File: src/logic/asw_params.svh
// Timing constants for the asynchronous memory write port controller
`ifndef ASW_PARAMS_SVH
`define ASW_PARAMS_SVH

// ---------------------------------------------------------------
// Clock
// ---------------------------------------------------------------
`define ASW_CLK_PERIOD_NS               100

// ---------------------------------------------------------------
// Pin timing in ns, as specified
// ---------------------------------------------------------------
`define ASW_ADDRESS_SETUP_TO_START_NS   0
`define ASW_WRITE_STROBE_MIN_WIDTH_NS   20
`define ASW_CONTROL_TO_END_NS           20
`define ASW_ADDRESS_VALID_TO_END_NS     20
`define ASW_WRITE_DATA_SETUP_TO_END_NS  15
`define ASW_WRITE_DATA_HOLD_AFTER_END_NS 0
`define ASW_ADDRESS_HOLD_AFTER_END_NS   0
`define ASW_MIN_INACTIVE_BETWEEN_WRITES_NS 5
`define ASW_MIN_WRITE_CYCLE_TIME_NS     25
`define ASW_WRITE_START_TO_OUTPUT_FLOAT_NS 10

// ---------------------------------------------------------------
// Cycle counts: minimums round up, maximums round down, never below 1
// ---------------------------------------------------------------
`define ASW_CYC_UP(ns)   ((((ns) + `ASW_CLK_PERIOD_NS - 1) / `ASW_CLK_PERIOD_NS) < 1 ? 1 : \
                          (((ns) + `ASW_CLK_PERIOD_NS - 1) / `ASW_CLK_PERIOD_NS))
`define ASW_CYC_DN(ns)   (((ns) / `ASW_CLK_PERIOD_NS) < 1 ? 1 : ((ns) / `ASW_CLK_PERIOD_NS))

`define ASW_N_ADDR_SETUP   `ASW_CYC_UP(`ASW_ADDRESS_SETUP_TO_START_NS)
`define ASW_N_STROBE_WIDTH `ASW_CYC_UP(`ASW_WRITE_STROBE_MIN_WIDTH_NS)
`define ASW_N_CTRL_TO_END  `ASW_CYC_UP(`ASW_CONTROL_TO_END_NS)
`define ASW_N_ADDR_TO_END  `ASW_CYC_UP(`ASW_ADDRESS_VALID_TO_END_NS)
`define ASW_N_DATA_SETUP   `ASW_CYC_UP(`ASW_WRITE_DATA_SETUP_TO_END_NS)
`define ASW_N_DATA_HOLD    `ASW_CYC_UP(`ASW_WRITE_DATA_HOLD_AFTER_END_NS)
`define ASW_N_ADDR_HOLD    `ASW_CYC_UP(`ASW_ADDRESS_HOLD_AFTER_END_NS)
`define ASW_N_INACTIVE     `ASW_CYC_UP(`ASW_MIN_INACTIVE_BETWEEN_WRITES_NS)
`define ASW_N_CYCLE        `ASW_CYC_UP(`ASW_MIN_WRITE_CYCLE_TIME_NS)
`define ASW_N_FLOAT        `ASW_CYC_DN(`ASW_WRITE_START_TO_OUTPUT_FLOAT_NS)

// ---------------------------------------------------------------
// Widths and reset values
// ---------------------------------------------------------------
`define ASW_ADDR_W         15
`define ASW_DATA_W         8
`define ASW_CNT_W          8
`define ASW_ADDR_RST       15'h0000
`define ASW_DATA_RST       8'h00

`endif

File: src/logic/asw_pkg.sv
// Types shared by the memory write port controller
`default_nettype none
package asw_pkg;

  // -------------------------------------------------------------
  // Which control pin opens and closes the write window
  // -------------------------------------------------------------
  typedef enum logic [1:0] {
    ASW_MODE_STROBE = 2'b00,
    ASW_MODE_SELECT = 2'b01,
    ASW_MODE_ENABLE = 2'b10
  } asw_mode_e;

  // -------------------------------------------------------------
  // Write sequence states
  // -------------------------------------------------------------
  typedef enum logic [2:0] {
    ASW_ST_IDLE    = 3'b000,
    ASW_ST_SETUP   = 3'b001,
    ASW_ST_FLOAT   = 3'b010,
    ASW_ST_DRIVE   = 3'b011,
    ASW_ST_HOLD    = 3'b100,
    ASW_ST_RECOVER = 3'b101
  } asw_state_e;

endpackage : asw_pkg
`default_nettype wire

File: src/logic/asw_phase_timer.sv
// Down counter that times each phase of the write sequence
`timescale 1ns/1ps
`default_nettype none
`include "asw_params.svh"

module asw_phase_timer (
  input  wire logic                  clock,    // 10 MHz clock
  input  wire logic                  rst_n,    // Async reset, active low
  input  wire logic                  load,     // Start a new phase
  input  wire logic [`ASW_CNT_W-1:0] load_val, // Phase length in cycles
  output wire logic                  last      // Current cycle ends the phase
);

  logic [`ASW_CNT_W-1:0] cnt_r;

  always_ff @(posedge clock or negedge rst_n) begin
    if (!rst_n) begin
      cnt_r <= 8'h00;
    end else if (load) begin
      cnt_r <= load_val;
    end else if (cnt_r != 8'h00) begin
      cnt_r <= cnt_r - 8'h01;
    end
  end

  // A count of zero or one both end the phase, so a zero load cannot stall
  assign last = (cnt_r <= 8'h01);

endmodule : asw_phase_timer
`default_nettype wire

File: src/logic/asw_write_ctrl.sv
// Host-side write controller for an asynchronous 32K x 8 static memory
`timescale 1ns/1ps
`default_nettype none
`include "asw_params.svh"

module asw_write_ctrl
  import asw_pkg::*;
(
  input  wire logic                   clock,                 // 10 MHz clock
  input  wire logic                   rst_n,                 // Async reset, active low
  input  wire logic                   req,                   // Write request
  input  wire logic [`ASW_ADDR_W-1:0] req_addr,              // Write address
  input  wire logic [`ASW_DATA_W-1:0] req_data,              // Write data
  input  wire logic [1:0]             req_mode,              // Controlling pin
  output logic                        ready,                 // Request taken when high
  output logic                        done,                  // Write finished pulse
  output logic [`ASW_ADDR_W-1:0]      sram_addr,             // Address pins
  output logic [`ASW_DATA_W-1:0]      dq_out,                // Data pin output value
  output logic                        dq_oe_n,               // Data driver on, low
  output logic                        write_strobe_low,      // Write strobe pin
  output logic                        select_low,            // Select pin
  output logic                        chip_enable,           // Enable pin, high
  output logic                        output_drive_gate_low  // Output gate pin
);

  // ---------------------------------------------------------------
  // Phase lengths
  // ---------------------------------------------------------------
  function automatic int unsigned max2(input int unsigned a, input int unsigned b);
    max2 = (a > b) ? a : b;
  endfunction : max2

  localparam int unsigned N_WIN = max2(max2(`ASW_N_STROBE_WIDTH, `ASW_N_CTRL_TO_END),
                                       max2(`ASW_N_ADDR_TO_END, `ASW_N_CYCLE));
  localparam int unsigned N_DRV = max2(`ASW_N_DATA_SETUP,
                                       (N_WIN > `ASW_N_FLOAT) ? N_WIN - `ASW_N_FLOAT : 1);
  localparam int unsigned N_HLD = max2(`ASW_N_DATA_HOLD, `ASW_N_ADDR_HOLD);

  // ---------------------------------------------------------------
  // State and registers
  // ---------------------------------------------------------------
  asw_state_e                st_r, st_nxt;
  asw_mode_e                 mode_r;
  logic [`ASW_ADDR_W-1:0]    addr_r;
  logic [`ASW_DATA_W-1:0]    data_r;
  logic                      ready_r, done_r, oe_n_r;
  logic                      wstb_r, sel_r, en_r;
  logic                      last;
  logic                      load;
  logic [`ASW_CNT_W-1:0]     load_val;

  wire  logic accept   = req && ready_r;
  wire  logic in_win   = (st_nxt == ASW_ST_FLOAT) || (st_nxt == ASW_ST_DRIVE);
  wire  logic in_seq   = (st_nxt != ASW_ST_IDLE);
  wire  asw_mode_e req_mode_e = (req_mode == 2'b01) ? ASW_MODE_SELECT :
                                (req_mode == 2'b10) ? ASW_MODE_ENABLE : ASW_MODE_STROBE;
  wire  asw_mode_e mode_nxt   = accept ? req_mode_e : mode_r;

  // The chosen pin toggles per write; the other two stay active for the whole
  // sequence, so only one edge ever opens and one ever closes the window.
  wire  logic wstb_nxt = (mode_nxt == ASW_MODE_STROBE) ? !in_win : !in_seq;
  wire  logic sel_nxt  = (mode_nxt == ASW_MODE_SELECT) ? !in_win : !in_seq;
  wire  logic en_nxt   = (mode_nxt == ASW_MODE_ENABLE) ?  in_win :  in_seq;
  // Data driver on from the end of the float wait through the hold phase
  wire  logic oe_n_nxt = !((st_nxt == ASW_ST_DRIVE) || (st_nxt == ASW_ST_HOLD));

  // ---------------------------------------------------------------
  // Sequencer
  // ---------------------------------------------------------------
  always_comb begin
    st_nxt   = st_r;
    load     = 1'b0;
    load_val = 8'h01;
    case (st_r)
      ASW_ST_IDLE: begin
        if (accept) begin
          st_nxt   = ASW_ST_SETUP;
          load     = 1'b1;
          load_val = 8'(`ASW_N_ADDR_SETUP);
        end
      end
      ASW_ST_SETUP: begin
        if (last) begin
          st_nxt   = ASW_ST_FLOAT;
          load     = 1'b1;
          load_val = 8'(`ASW_N_FLOAT);
        end
      end
      ASW_ST_FLOAT: begin
        if (last) begin
          st_nxt   = ASW_ST_DRIVE;
          load     = 1'b1;
          load_val = 8'(N_DRV);
        end
      end
      ASW_ST_DRIVE: begin
        if (last) begin
          st_nxt   = ASW_ST_HOLD;
          load     = 1'b1;
          load_val = 8'(N_HLD);
        end
      end
      ASW_ST_HOLD: begin
        if (last) begin
          st_nxt   = ASW_ST_RECOVER;
          load     = 1'b1;
          load_val = 8'(`ASW_N_INACTIVE);
        end
      end
      ASW_ST_RECOVER: begin
        if (last) begin
          st_nxt = ASW_ST_IDLE;
        end
      end
      default: begin
        st_nxt = ASW_ST_IDLE;
      end
    endcase
  end

  asw_phase_timer u_timer (
    .clock    (clock),
    .rst_n    (rst_n),
    .load     (load),
    .load_val (load_val),
    .last     (last)
  );

  // ---------------------------------------------------------------
  // Registers
  // ---------------------------------------------------------------
  always_ff @(posedge clock or negedge rst_n) begin
    if (!rst_n) begin
      st_r    <= ASW_ST_IDLE;
      mode_r  <= ASW_MODE_STROBE;
      ready_r <= 1'b0;
      done_r  <= 1'b0;
    end else begin
      st_r    <= st_nxt;
      mode_r  <= mode_nxt;
      ready_r <= (st_nxt == ASW_ST_IDLE) && !accept;
      done_r  <= (st_nxt == ASW_ST_RECOVER) && (st_r == ASW_ST_HOLD);
    end
  end

  // Address and data change only on acceptance, so they stand through the hold
  always_ff @(posedge clock or negedge rst_n) begin
    if (!rst_n) begin
      addr_r <= `ASW_ADDR_RST;
      data_r <= `ASW_DATA_RST;
    end else if (accept) begin
      addr_r <= req_addr;
      data_r <= req_data;
    end
  end

  always_ff @(posedge clock or negedge rst_n) begin
    if (!rst_n) begin
      wstb_r <= 1'b1;
      sel_r  <= 1'b1;
      en_r   <= 1'b0;
      oe_n_r <= 1'b1;
    end else begin
      wstb_r <= wstb_nxt;
      sel_r  <= sel_nxt;
      en_r   <= en_nxt;
      oe_n_r <= oe_n_nxt;
    end
  end

  assign ready                 = ready_r;
  assign done                  = done_r;
  assign sram_addr             = addr_r;
  assign dq_out                = data_r;
  assign dq_oe_n               = oe_n_r;
  assign write_strobe_low      = wstb_r;
  assign select_low            = sel_r;
  assign chip_enable           = en_r;
  // The controller never reads, so the memory outputs are kept floating
  assign output_drive_gate_low = 1'b1;

  wire logic wr_on = !write_strobe_low && !select_low && chip_enable;
endmodule : asw_write_ctrl
`default_nettype wire

File: config.mk
export PLATFORM = sky130hd
export DESIGN_NAME = asw_write_ctrl
export DESIGN_NICKNAME = d
export VERILOG_FILES = /design/src/logic/asw_pkg.sv /design/src/logic/asw_phase_timer.sv /design/src/logic/asw_write_ctrl.sv
export VERILOG_INCLUDE_DIRS = /design/src /design/src/logic
export SDC_FILE = /design/constraint.sdc
export NUM_CORES = 1
export LEC_CHECK = 0
export BUFFER_PORTS_ARGS = -buffer_cell sky130_fd_sc_hd__buf_2
export CAP_MARGIN = 20
export CORE_MARGIN = 1
export CORE_UTILIZATION = 50
export CTS_BUF_LIST = sky130_fd_sc_hd__clkbuf_4 sky130_fd_sc_hd__clkbuf_8 sky130_fd_sc_hd__clkbuf_16
export DETAILED_ROUTE_END_ITERATION = 8
export GPL_TIMING_DRIVEN = 0
export PLACE_DENSITY = 0.78
export SLEW_MARGIN = 25
export SYNTH_ARGS = -nofsm -noshare
export SYNTH_HDL_FRONTEND = slang
export SYNTH_SLANG_ARGS = --single-unit
File: constraint.sdc
create_clock -name clock -period 3.2 [get_ports clock]
set_input_delay 0.16 -clock clock [delete_from_list [all_inputs] [get_ports clock]]
set_output_delay 0.16 -clock clock [all_outputs]
set_load 0.005 [all_outputs]
======== After elaboration in Yosys (flattened, before gate mapping) ========
Cells that the tools add are included.
cells by class
  equal/unequal tests ..................... 13
  muxes and demuxes ....................... 18
  $lt $le $gt $ge ......................... 1
  add/sub/neg operators ................... 1
  reductions and logical operators ........ 16
operators by type and width
  operator                                              count
  two-way mux 3 bit                                     6
  one-hot mux 3 bit (6 select lines)                    1
  two-way mux 8 bit                                     2
  equality test 3 x 2 -> 1 bit (second input constant)  4
  equality test 3 bit (second input constant)           4
  <= comparator 8 x 1 -> 1 bit (second input constant)  1
  nonzero test 8 bit                                    1
  subtractor 8 x 1 -> 8 bit (second input constant)     1
  zero test 3 bit                                       2
  two-way mux 2 bit                                     3
  two-way mux 1 bit                                     5
  equality test 2 x 1 -> 1 bit (second input constant)  2
  equality test 2 bit (second input constant)           2
  zero test 1 bit                                       4
  OR reduction 4 bit                                    1
  equality test 3 x 1 -> 1 bit (second input constant)  1
  logical AND 1 bit                                     3
  nonzero test 3 bit                                    1
  zero test 2 bit                                       1
  logical OR 1 bit                                      2
  one-hot mux 1 bit (2 select lines)                    1
  nonzero test 2 bit                                    1
word-level totals
  register bits ........................... 42
  input port bits ......................... 28
  word-level logic and storage cells ...... 60
  output and inout port bits .............. 30

======== Depth between registers and ports, before layout ========
Gate-level depths: netlist of the first run.
  word-level depth ........................ 7
  depth in mapped cells ................... 8
  gate-level depth less buffers ........... 7

======== Hierarchy ========
From an unflattened synthesis of the first run, not the netlist that was laid out.
unflattened totals
  cell total of the unflattened synthesis .. 218
  area total of the unflattened synthesis .. 2010.7 µm²
modules (own cells, without submodules)
  module           cells each  area each (µm²)  instances
  asw_write_ctrl   163         1488.9           1
  asw_phase_timer  55          521.8            1

======== Worst setup path before layout of the first run ========
No wires, ideal clock.
  path type ............................... flip-flop to flip-flop
  start point ............................. reg u_timer.cnt_r[0]
  end point ............................... reg sel_r, in the netlist select_low
  required time ........................... 3.114 ns
  path buffers ............................ 1
  setup time .............................. 0.086 ns
  arrival time ............................ 1.799 ns
  cell stages (with the launch flop) ...... 9
  slack ................................... 1.315 ns
  clock period less this slack ............ 1.885 ns
  cells stage by stage .................... dfrtp_1 > inv_1 > ha_1 > or2_2 > clkbuf_1 > nand4_4 > mux2i_4 > inv_2 > o31ai_2
between the ends
  cells in the longest elaborated chain, start to end .. 7
  elaborated cells on any way between the ends .. 14
ends and longest elaborated chain
  item                                         RTL line               source
  from (decl)                                  asw_phase_timer.sv:14  logic [`ASW_CNT_W-1:0] cnt_r;
  from (signal assigned)                       asw_phase_timer.sv:20  cnt_r <= load_val;
  from (signal assigned)                       asw_phase_timer.sv:22  cnt_r <= cnt_r - 8'h01;
  <= comparator 8 x 1 -> 1 bit (*)             asw_phase_timer.sv:27  assign last = (cnt_r <= 8'h01);
  two-way mux 3 bit, on equally long branches  --
  one-hot mux 3 bit (6 select lines) (*)       asw_write_ctrl.sv:74   case (st_r)
  net st_nxt[1]                                asw_write_ctrl.sv:42   asw_state_e st_r, st_nxt;
  equality test 3 x 2 -> 1 bit                 asw_write_ctrl.sv:53   wire logic in_win = (st_nxt == ASW_ST_FLOAT) || (st_nxt == ASW_ST_DRIVE);
  logical OR 1 bit                             asw_write_ctrl.sv:53
  zero test 1 bit                              asw_write_ctrl.sv:62   wire logic sel_nxt = (mode_nxt == ASW_MODE_SELECT) ? !in_win : !in_seq;
  two-way mux 1 bit (*)                        asw_write_ctrl.sv:62
  net sel_nxt                                  asw_write_ctrl.sv:62
  to (signal assigned)                         asw_write_ctrl.sv:165  sel_r <= sel_nxt;
  to (decl)                                    asw_write_ctrl.sv:47   logic wstb_r, sel_r, en_r;
Mark *: on every way through the listed nets, which the timed path passes. The rest lies on a longest branch.
A chain may end at the register's enable or synchronous reset.

======== Worst setup path in the final report of the first run ========
Same ends and word-level chain as after synthesis.

==> flow_summary.yaml, run 1 <==
status:
  status: "complete, but fails checks"
  violations: "hold timing"
synth:
  synth-seq-cells: 42
  synth_area_leader_cell: "dfrtp_1"
  ys_warn_count: 0
  synth_common_cells: "39 x dfrtp_1, 23 x mux2_2, 16 x nor2_1"
  async_flop_share: 1.00
  synth_cells: 157
  synth.distinct_cells: 41
  yosys-top-cells-area: "dfrtp_1 52%, mux2_2 14%, dfstp_2 4.2%"
  synth_top_flop_cell: "dfrtp_1"
  synth_area_um2: 1890
  synth.net_count: 187
  syn_avg_cell_area_um2: 12.0
  yosysMostFrequentCell: "dfrtp_1"
  synth_enable_flop_cells: 0
  yosysSeqAreaShare: 0.558
  synth_top_area_frac: 0.516
timing:
  drv_slew: 0
  setup_violations: 0
  setup_slack_ns: 1.07
  finalCritPeriodShare: 0.667
  worst_slew_pin_slew_ns: 0.869
  rsz0062_at_grt: "no"
  fin_crit_ns: 2.13
  hold_viol_final: 39
  holdWs_ns: -0.0165
  timing.slew.headroom: 0.421
  finalSetupTns_ns: 0
  fmax_ghz: 0.468
  skew_ns: 0.00321
pwr:
  p_clk_frac: 0.174
  p_leak_nw: 1.11
  ir_drop_v: 0.000546
  power.internal_mw: 1.54
  power_switching_mw: 0.841
  seqPwrFrac: 0.405
  combPwrFrac: 0.422
  netSwitchingFraction: 0.354
  p_per_area_nw_per_um2: 1020
global_route:
  grt_pass1_wl_mm: 6.64
  grt_usage: 0.218
  grt_pass1_vias: 1411
  grt_overflow_total: 0
  grt_max_degree: 43
  antenna_found_initial: 0
final_layout:
  fin_nets: 250
  drive_gt1_frac: 0.462
  area_delta_synth_final_pct: 23.9
  final_cells: 267
  num_antenna_cells: 0
die:
  rows: 21
  io_pins: 58
  die_h_um: 63.5
  fp.dieW_um: 63.5
  start_util: 0.545
  coreArea_um2: 3470
  fp.dieArea_um2: 4030
clock_network:
  cts-root-buf: "clkbuf_8"
  hold_buffers: 0
  post_cts_buffers: 0
  worst_skew_pair.late_latency_ns: 0.29
  htree_levels: 2
  cts_resized: 0
  clock_path_buffers: 2
  clock-sinks: 42
  numCtsBuffers: 5
  cts_tree: "done"
  clk_pin_slew_ns: 0.08
setup_path:
  critPathMaxFanout: 7
  setup.worst_path.end_class: "register"
  crit_required_ns: 3.41
  critical_path_class: "reg2reg"
  rrSetupSlack_ns: 1.07
  worstSetupStartpointType: "register"
  arrival_ns: 2.35
place:
  place_inst: 259
  gp_congestion: 0.794
  dp_hpwl_mm: 2.71
  pre_cts_ws_ns: 1.08
  io_buffers: 56
routing:
  drcViolationCount: 0
  first_pass_iters: 4
  ant_nets: 0
  drt_first_iter_violations: 54
  wire_per_inst_um: 13.9
  via_per_inst: 5.23
  num_vias: 1396
  wl_mm: 3.70
min_path:
  min_path_type: "in2async"
job:
  cap_violations: 0
==> final cells by class <==
type / instances / area (um^2)
plain buffers: 8 / 33.8
clock buffers: 6 / 76.3
clock inverters: 2 / 37.5
fillers: 279 / 1120
inverters: 8 / 30.0
multi-input cells: 99 / 773
flip-flops and latches: 42 / 1050
well taps: 46 / 57.6
repair buffers: 56 / 280
==> kinds of logic after synthesis <==
family                     after synthesis  synth area share
buffers and inverters                   16            0.0337
DFF                                     42             0.558
other                                    1           0.00198
AOI/OAI and AO/OA                       22            0.0853
adders and majority gates                2            0.0132
xor gates and xnor gates                 2           0.00926
and+or+nand+nor                         45             0.134
muxes                                   27             0.165
==> power groups by stage <==
stage	clock network, mW	logic, mW	registers (mW)
after floorplan	0	0.658	0.965
after global placement	0	0.953	0.948
after detailed placement	0	1.01	0.966
after CTS	0.428	1.01	0.961
after global routing	0.462	1.13	1.00
final	0.414	1.00	0.963
==> layer usage <==
| metal | share of wire | GRT usage |
|---|---|---|
| met1 | 0.40 | 0.259 |
| met2 | 0.54 | 0.363 |
| met3 | 0.046 | 0.0652 |
| met4 | 0.015 | 0.0938 |
| met5 | 0 | 0 |
==> registers in the layout (all words and copies together), names as in the netlist <==
name              count
dq_oe_n               1
st_r                  3
u_timer.cnt_r         8
write_strobe_low      1
select_low            1
chip_enable           1
dq_out                8
sram_addr            15
mode_r                2
done                  1
ready                 1
==> final timing paths <==
| kind | from | end | cells after the start |
|---|---|---|---|
| worst min-delay path | rst_n | u_timer.cnt_r[2] | 1 |
| worst max-delay path | u_timer.cnt_r[0] | select_low | 8 |
| worst min register to register | dq_out[4] | dq_out[4] | 1 |
| min in group clock | req_data[0] | dq_out[0] | 2 |
| max in group asynchronous | rst_n | dq_out[4] | 1 |
| worst max register to register | u_timer.cnt_r[0] | select_low | 8 |
==> per-stage QoR <==
| step | cell area [um^2] | utilization | total power, mW |
|---|---|---|---|
| detailed placement | 2230 | 0.643 | 1.98 |
| finish | 2340 | 0.676 | 2.38 |
| global placement | 2230 | 0.643 | 1.90 |
| CTS | 2340 | 0.676 | 2.40 |
| floorplan | 1890 | - | 1.62 |
| global route | 2340 | 0.676 | 2.59 |
==> worst max-delay path: stages, from the launching register on <==
cell and delay [ns]:
dfrtp_1 0.45, inv_1 0.07, ha_1 0.28, or2_2 0.31, clkbuf_1 0.19, nand4_4 0.18
mux2i_4 0.28, inv_2 0.06, o31ai_2 0.23
==> cells in the final DEF, fill, tap and decap left out, drive strengths merged, types with 3 or more instances in the layout <==
| cell | count |
|---|---|
| nand3 | 4 |
| dfrtp | 39 |
| dfstp | 3 |
| mux2 | 23 |
| a21oi | 6 |
| nand2 | 5 |
| clkbuf | 11 |
| nor2 | 16 |
| nor3 | 6 |
| mux2i | 4 |
| buf | 59 |
| inv | 8 |
Note: power is estimated with default switching activity, not from simulation.
==> inputs of run 2 (changes only) <==
--- a/config.mk
+++ b/config.mk
@@ -6,6 +6,7 @@
 export SDC_FILE = /design/constraint.sdc
 export NUM_CORES = 1
 export LEC_CHECK = 0
+export ABC_AREA = 1
 export BUFFER_PORTS_ARGS = -buffer_cell sky130_fd_sc_hd__buf_2
 export CAP_MARGIN = 20
 export CORE_MARGIN = 1
@@ -13,7 +14,7 @@
 export CTS_BUF_LIST = sky130_fd_sc_hd__clkbuf_4 sky130_fd_sc_hd__clkbuf_8 sky130_fd_sc_hd__clkbuf_16
 export DETAILED_ROUTE_END_ITERATION = 8
 export GPL_TIMING_DRIVEN = 0
-export PLACE_DENSITY = 0.78
+export PLACE_DENSITY = 0.79
 export SLEW_MARGIN = 25
 export SYNTH_ARGS = -nofsm -noshare
 export SYNTH_HDL_FRONTEND = slang
==> constraint.sdc (replaced) <==
create_clock -name clock -period 2.1 [get_ports clock]
set_input_delay 0.105 -clock clock [delete_from_list [all_inputs] [get_ports clock]]
set_output_delay 0.105 -clock clock [all_outputs]
set_load 0.005 [all_outputs]
==> run 2 against run 1 <==
The run now ends clean; clock skew is 0.0040 ns higher; core utilization grew 5.2 points; final cell count up 35%; sequential power rose by 45%; via count up 20%; wire length rose by 10%; worst setup slack worse by 0.56 ns; clock power fell by 2%; combinational power rose by 41%; clock-buffer cell count did not move; design area increased by 6.1%; synthesized cell count increased by 44%; largest cell class unchanged; largest power group unchanged.
==> flow_summary.yaml, run 2 <==
clock_network:
  numCtsBuffers: 5
  cts_resized: 0
  clock_path_buffers: 2
  htree_levels: 2
  clk_pin_slew_ns: 0.12
  cts-root-buf: "clkbuf_4"
  clock-sinks: 42
  worst_skew_pair.late_latency_ns: 0.35
  cts_tree: "done"
synth:
  synth_top_area_frac: 0.534
  synth.distinct_cells: 20
  synth_area_leader_cell: "dfrtp_1"
  yosys-top-cells-area: "dfrtp_1 53%, nand2_1 21%, inv_1 4.5%"
  synth_top_family_by_area: "simple AND/OR/NAND/NOR gates"
  synth_cells: 226
  yosysSeqAreaShare: 0.577
  synth_top_flop_cell: "dfrtp_1"
  synth.net_count: 256
  synth_xor_area_frac: 0.00958
  synth_area_um2: 1830
  synth_common_cells: "103 x nand2_1, 39 x dfrtp_1, 22 x inv_1"
  post_synth_and_or_nand_nor_area_fraction: 0.302
  async_flop_share: 1.00
  ys_warn_count: 0
  synth_compound_area_frac: 0.0342
  syn_avg_cell_area_um2: 8.09
  synth_fa_ha_area_frac: 0.0137
  synth_mux_area_frac: 0
  yosysMostFrequentCell: "nand2_1"
  synth-seq-cells: 42
  synth_enable_flop_cells: 0
global_route:
  use_met1: 0.271
  grt_usage: 0.228
  grt_max_degree: 43
  use_met2: 0.398
  antenna_found_initial: 0
  grt_overflow_total: 0
  grt_pass1_wl_mm: 6.93
  grt-busiest-layer: "met2"
  grt_pass1_vias: 1643
  met3_usage: 0.0493
setup_path:
  arrival_ns: 1.90
  rrSetupSlack_ns: 0.50
  r2r-start: "u_timer.cnt_r[0]"
  crit_required_ns: 2.40
  r2r-end: "ready"
  setup.worst_path.end_class: "register"
  critical_path_class: "reg2reg"
  r2r_cells: 12
  worstSetupStartpointType: "register"
  critPathMaxFanout: 5
timing:
  fin_crit_ns: 1.60
  holdWs_ns: 0.158
  setup_violations: 0
  rsz0062_at_grt: "no"
  drv_slew: 0
  setup_slack_ns: 0.501
  finalCritPeriodShare: 0.762
  fmax_ghz: 0.625
  hold_viol_final: 0
  skew_ns: 0.00719
  finalSetupTns_ns: 0
die:
  fp.dieArea_um2: 3900
  die_h_um: 62.5
  coreArea_um2: 3420
  start_util: 0.536
  rows: 21
  io_pins: 58
  fp.dieW_um: 62.5
routing:
  ant_nets: 0
  wire_per_inst_um: 11.3
  first_pass_iters: 4
  drt_first_iter_violations: 61
  num_vias: 1676
  wl_mm: 4.07
  drcViolationCount: 0
  via_per_inst: 4.64
place:
  dp_hpwl_mm: 2.55
  place_inst: 328
  pre_cts_ws_ns: 0.524
  io_buffers: 56
  place_area_um2: 2170
  gp_congestion: 0.746
pwr:
  p_leak_nw: 1.44
  p_per_area_nw_per_um2: 1290
  p_total_mw: 3.22
  ir_drop_v: 0.000764
final_layout:
  final_core_util: 0.728
  final_cell_mix: "103 x nand2_1, 59 x buf_2, 39 x dfrtp_1, 24 x dlygate4sd3_1, 22 x inv_1"
  stdcell_area_um2: 2490
  drive_gt1_frac: 0.248
  fin_nets: 344
  layout_commonest_cell: "nand2_1"
  fillers: 256
  largest_reg_flops: 15
  area_delta_synth_final_pct: 35.9
  num_antenna_cells: 0
  final_cells: 361
min_path:
  min_path_type: "in2async"
status:
  status: "finished, final reports clean"
job:
  cap_violations: 0
[run 2: power by group]
group	internal [mW]	total (mW)	switching, mW
clock network	0.145	0.407	0.262
registers	1.19	1.40	0.209
logic	0.581	1.41	0.831
total	1.91	3.22	1.30
[run 2: layout make-up]
| cell class | instances | area [um^2] | area share |
|---|---|---|---|
| flip-flops and latches | 42 | 1050 | 0.424 |
| multi-input cells | 156 | 662 | 0.266 |
| repair buffers | 81 | 541 | 0.217 |
| inverters | 22 | 82.6 | 0.0332 |
| well taps | 46 | 57.6 | 0.0232 |
| clock buffers | 6 | 45.0 | 0.0181 |
| plain buffers | 6 | 30.0 | 0.0121 |
| clock inverters | 2 | 13.8 | 0.00554 |
[run 2: repair_timing]
action	in CTS	in global routing
hold buffers	24	0
endpoints found under the hold margin	62	0
buffers inserted	0	0
[run 2: worst max-delay path: stages, from the launching register on]
cell and delay, ns:
dfrtp_1 0.44, inv_1 0.07, ha_1 0.19, inv_1 0.08
nand2_1 0.06, nand2_1 0.05, nor2_2 0.12, nand3_1 0.11
nand2_2 0.14, nand2_1 0.06, inv_1 0.08, nand2_2 0.07
nor2_2 0.07
[run 2: kinds of logic after synthesis]
| family | count (synthesis) |
|---|---|
| buffers and inverters | 28 |
| AO/OA/AOI/OAI | 12 |
| other | 1 |
| flip-flops | 42 |
| AND/OR/NAND/NOR | 139 |
| XOR/XNOR | 2 |
| adder cells (fa/ha/maj) | 2 |
[run 2: how the worst max path moves through the flow]
stage | startpoint | endpoint | cells after the start
3_3_place_gp | u_timer.cnt_r[0] | u_timer.cnt_r[7] | 9
5_1_grt | u_timer.cnt_r[0] | ready | 12
3_5_place_dp | u_timer.cnt_r[0] | ready | 12
2_1_floorplan | u_timer.cnt_r[0] | u_timer.cnt_r[7] | 9
6_report | u_timer.cnt_r[0] | ready | 12
4_1_cts | u_timer.cnt_r[0] | ready | 12
[run 2: per-layer routing]
| metal | vias to the layer above | routed length (um) |
|---|---|---|
| met5 | - | 0 |
| met4 | 0 | 94 |
| met3 | 9 | 124 |
| met2 | 37 | 2030 |
| met1 | 774 | 1820 |
| li1 | 856 | - |
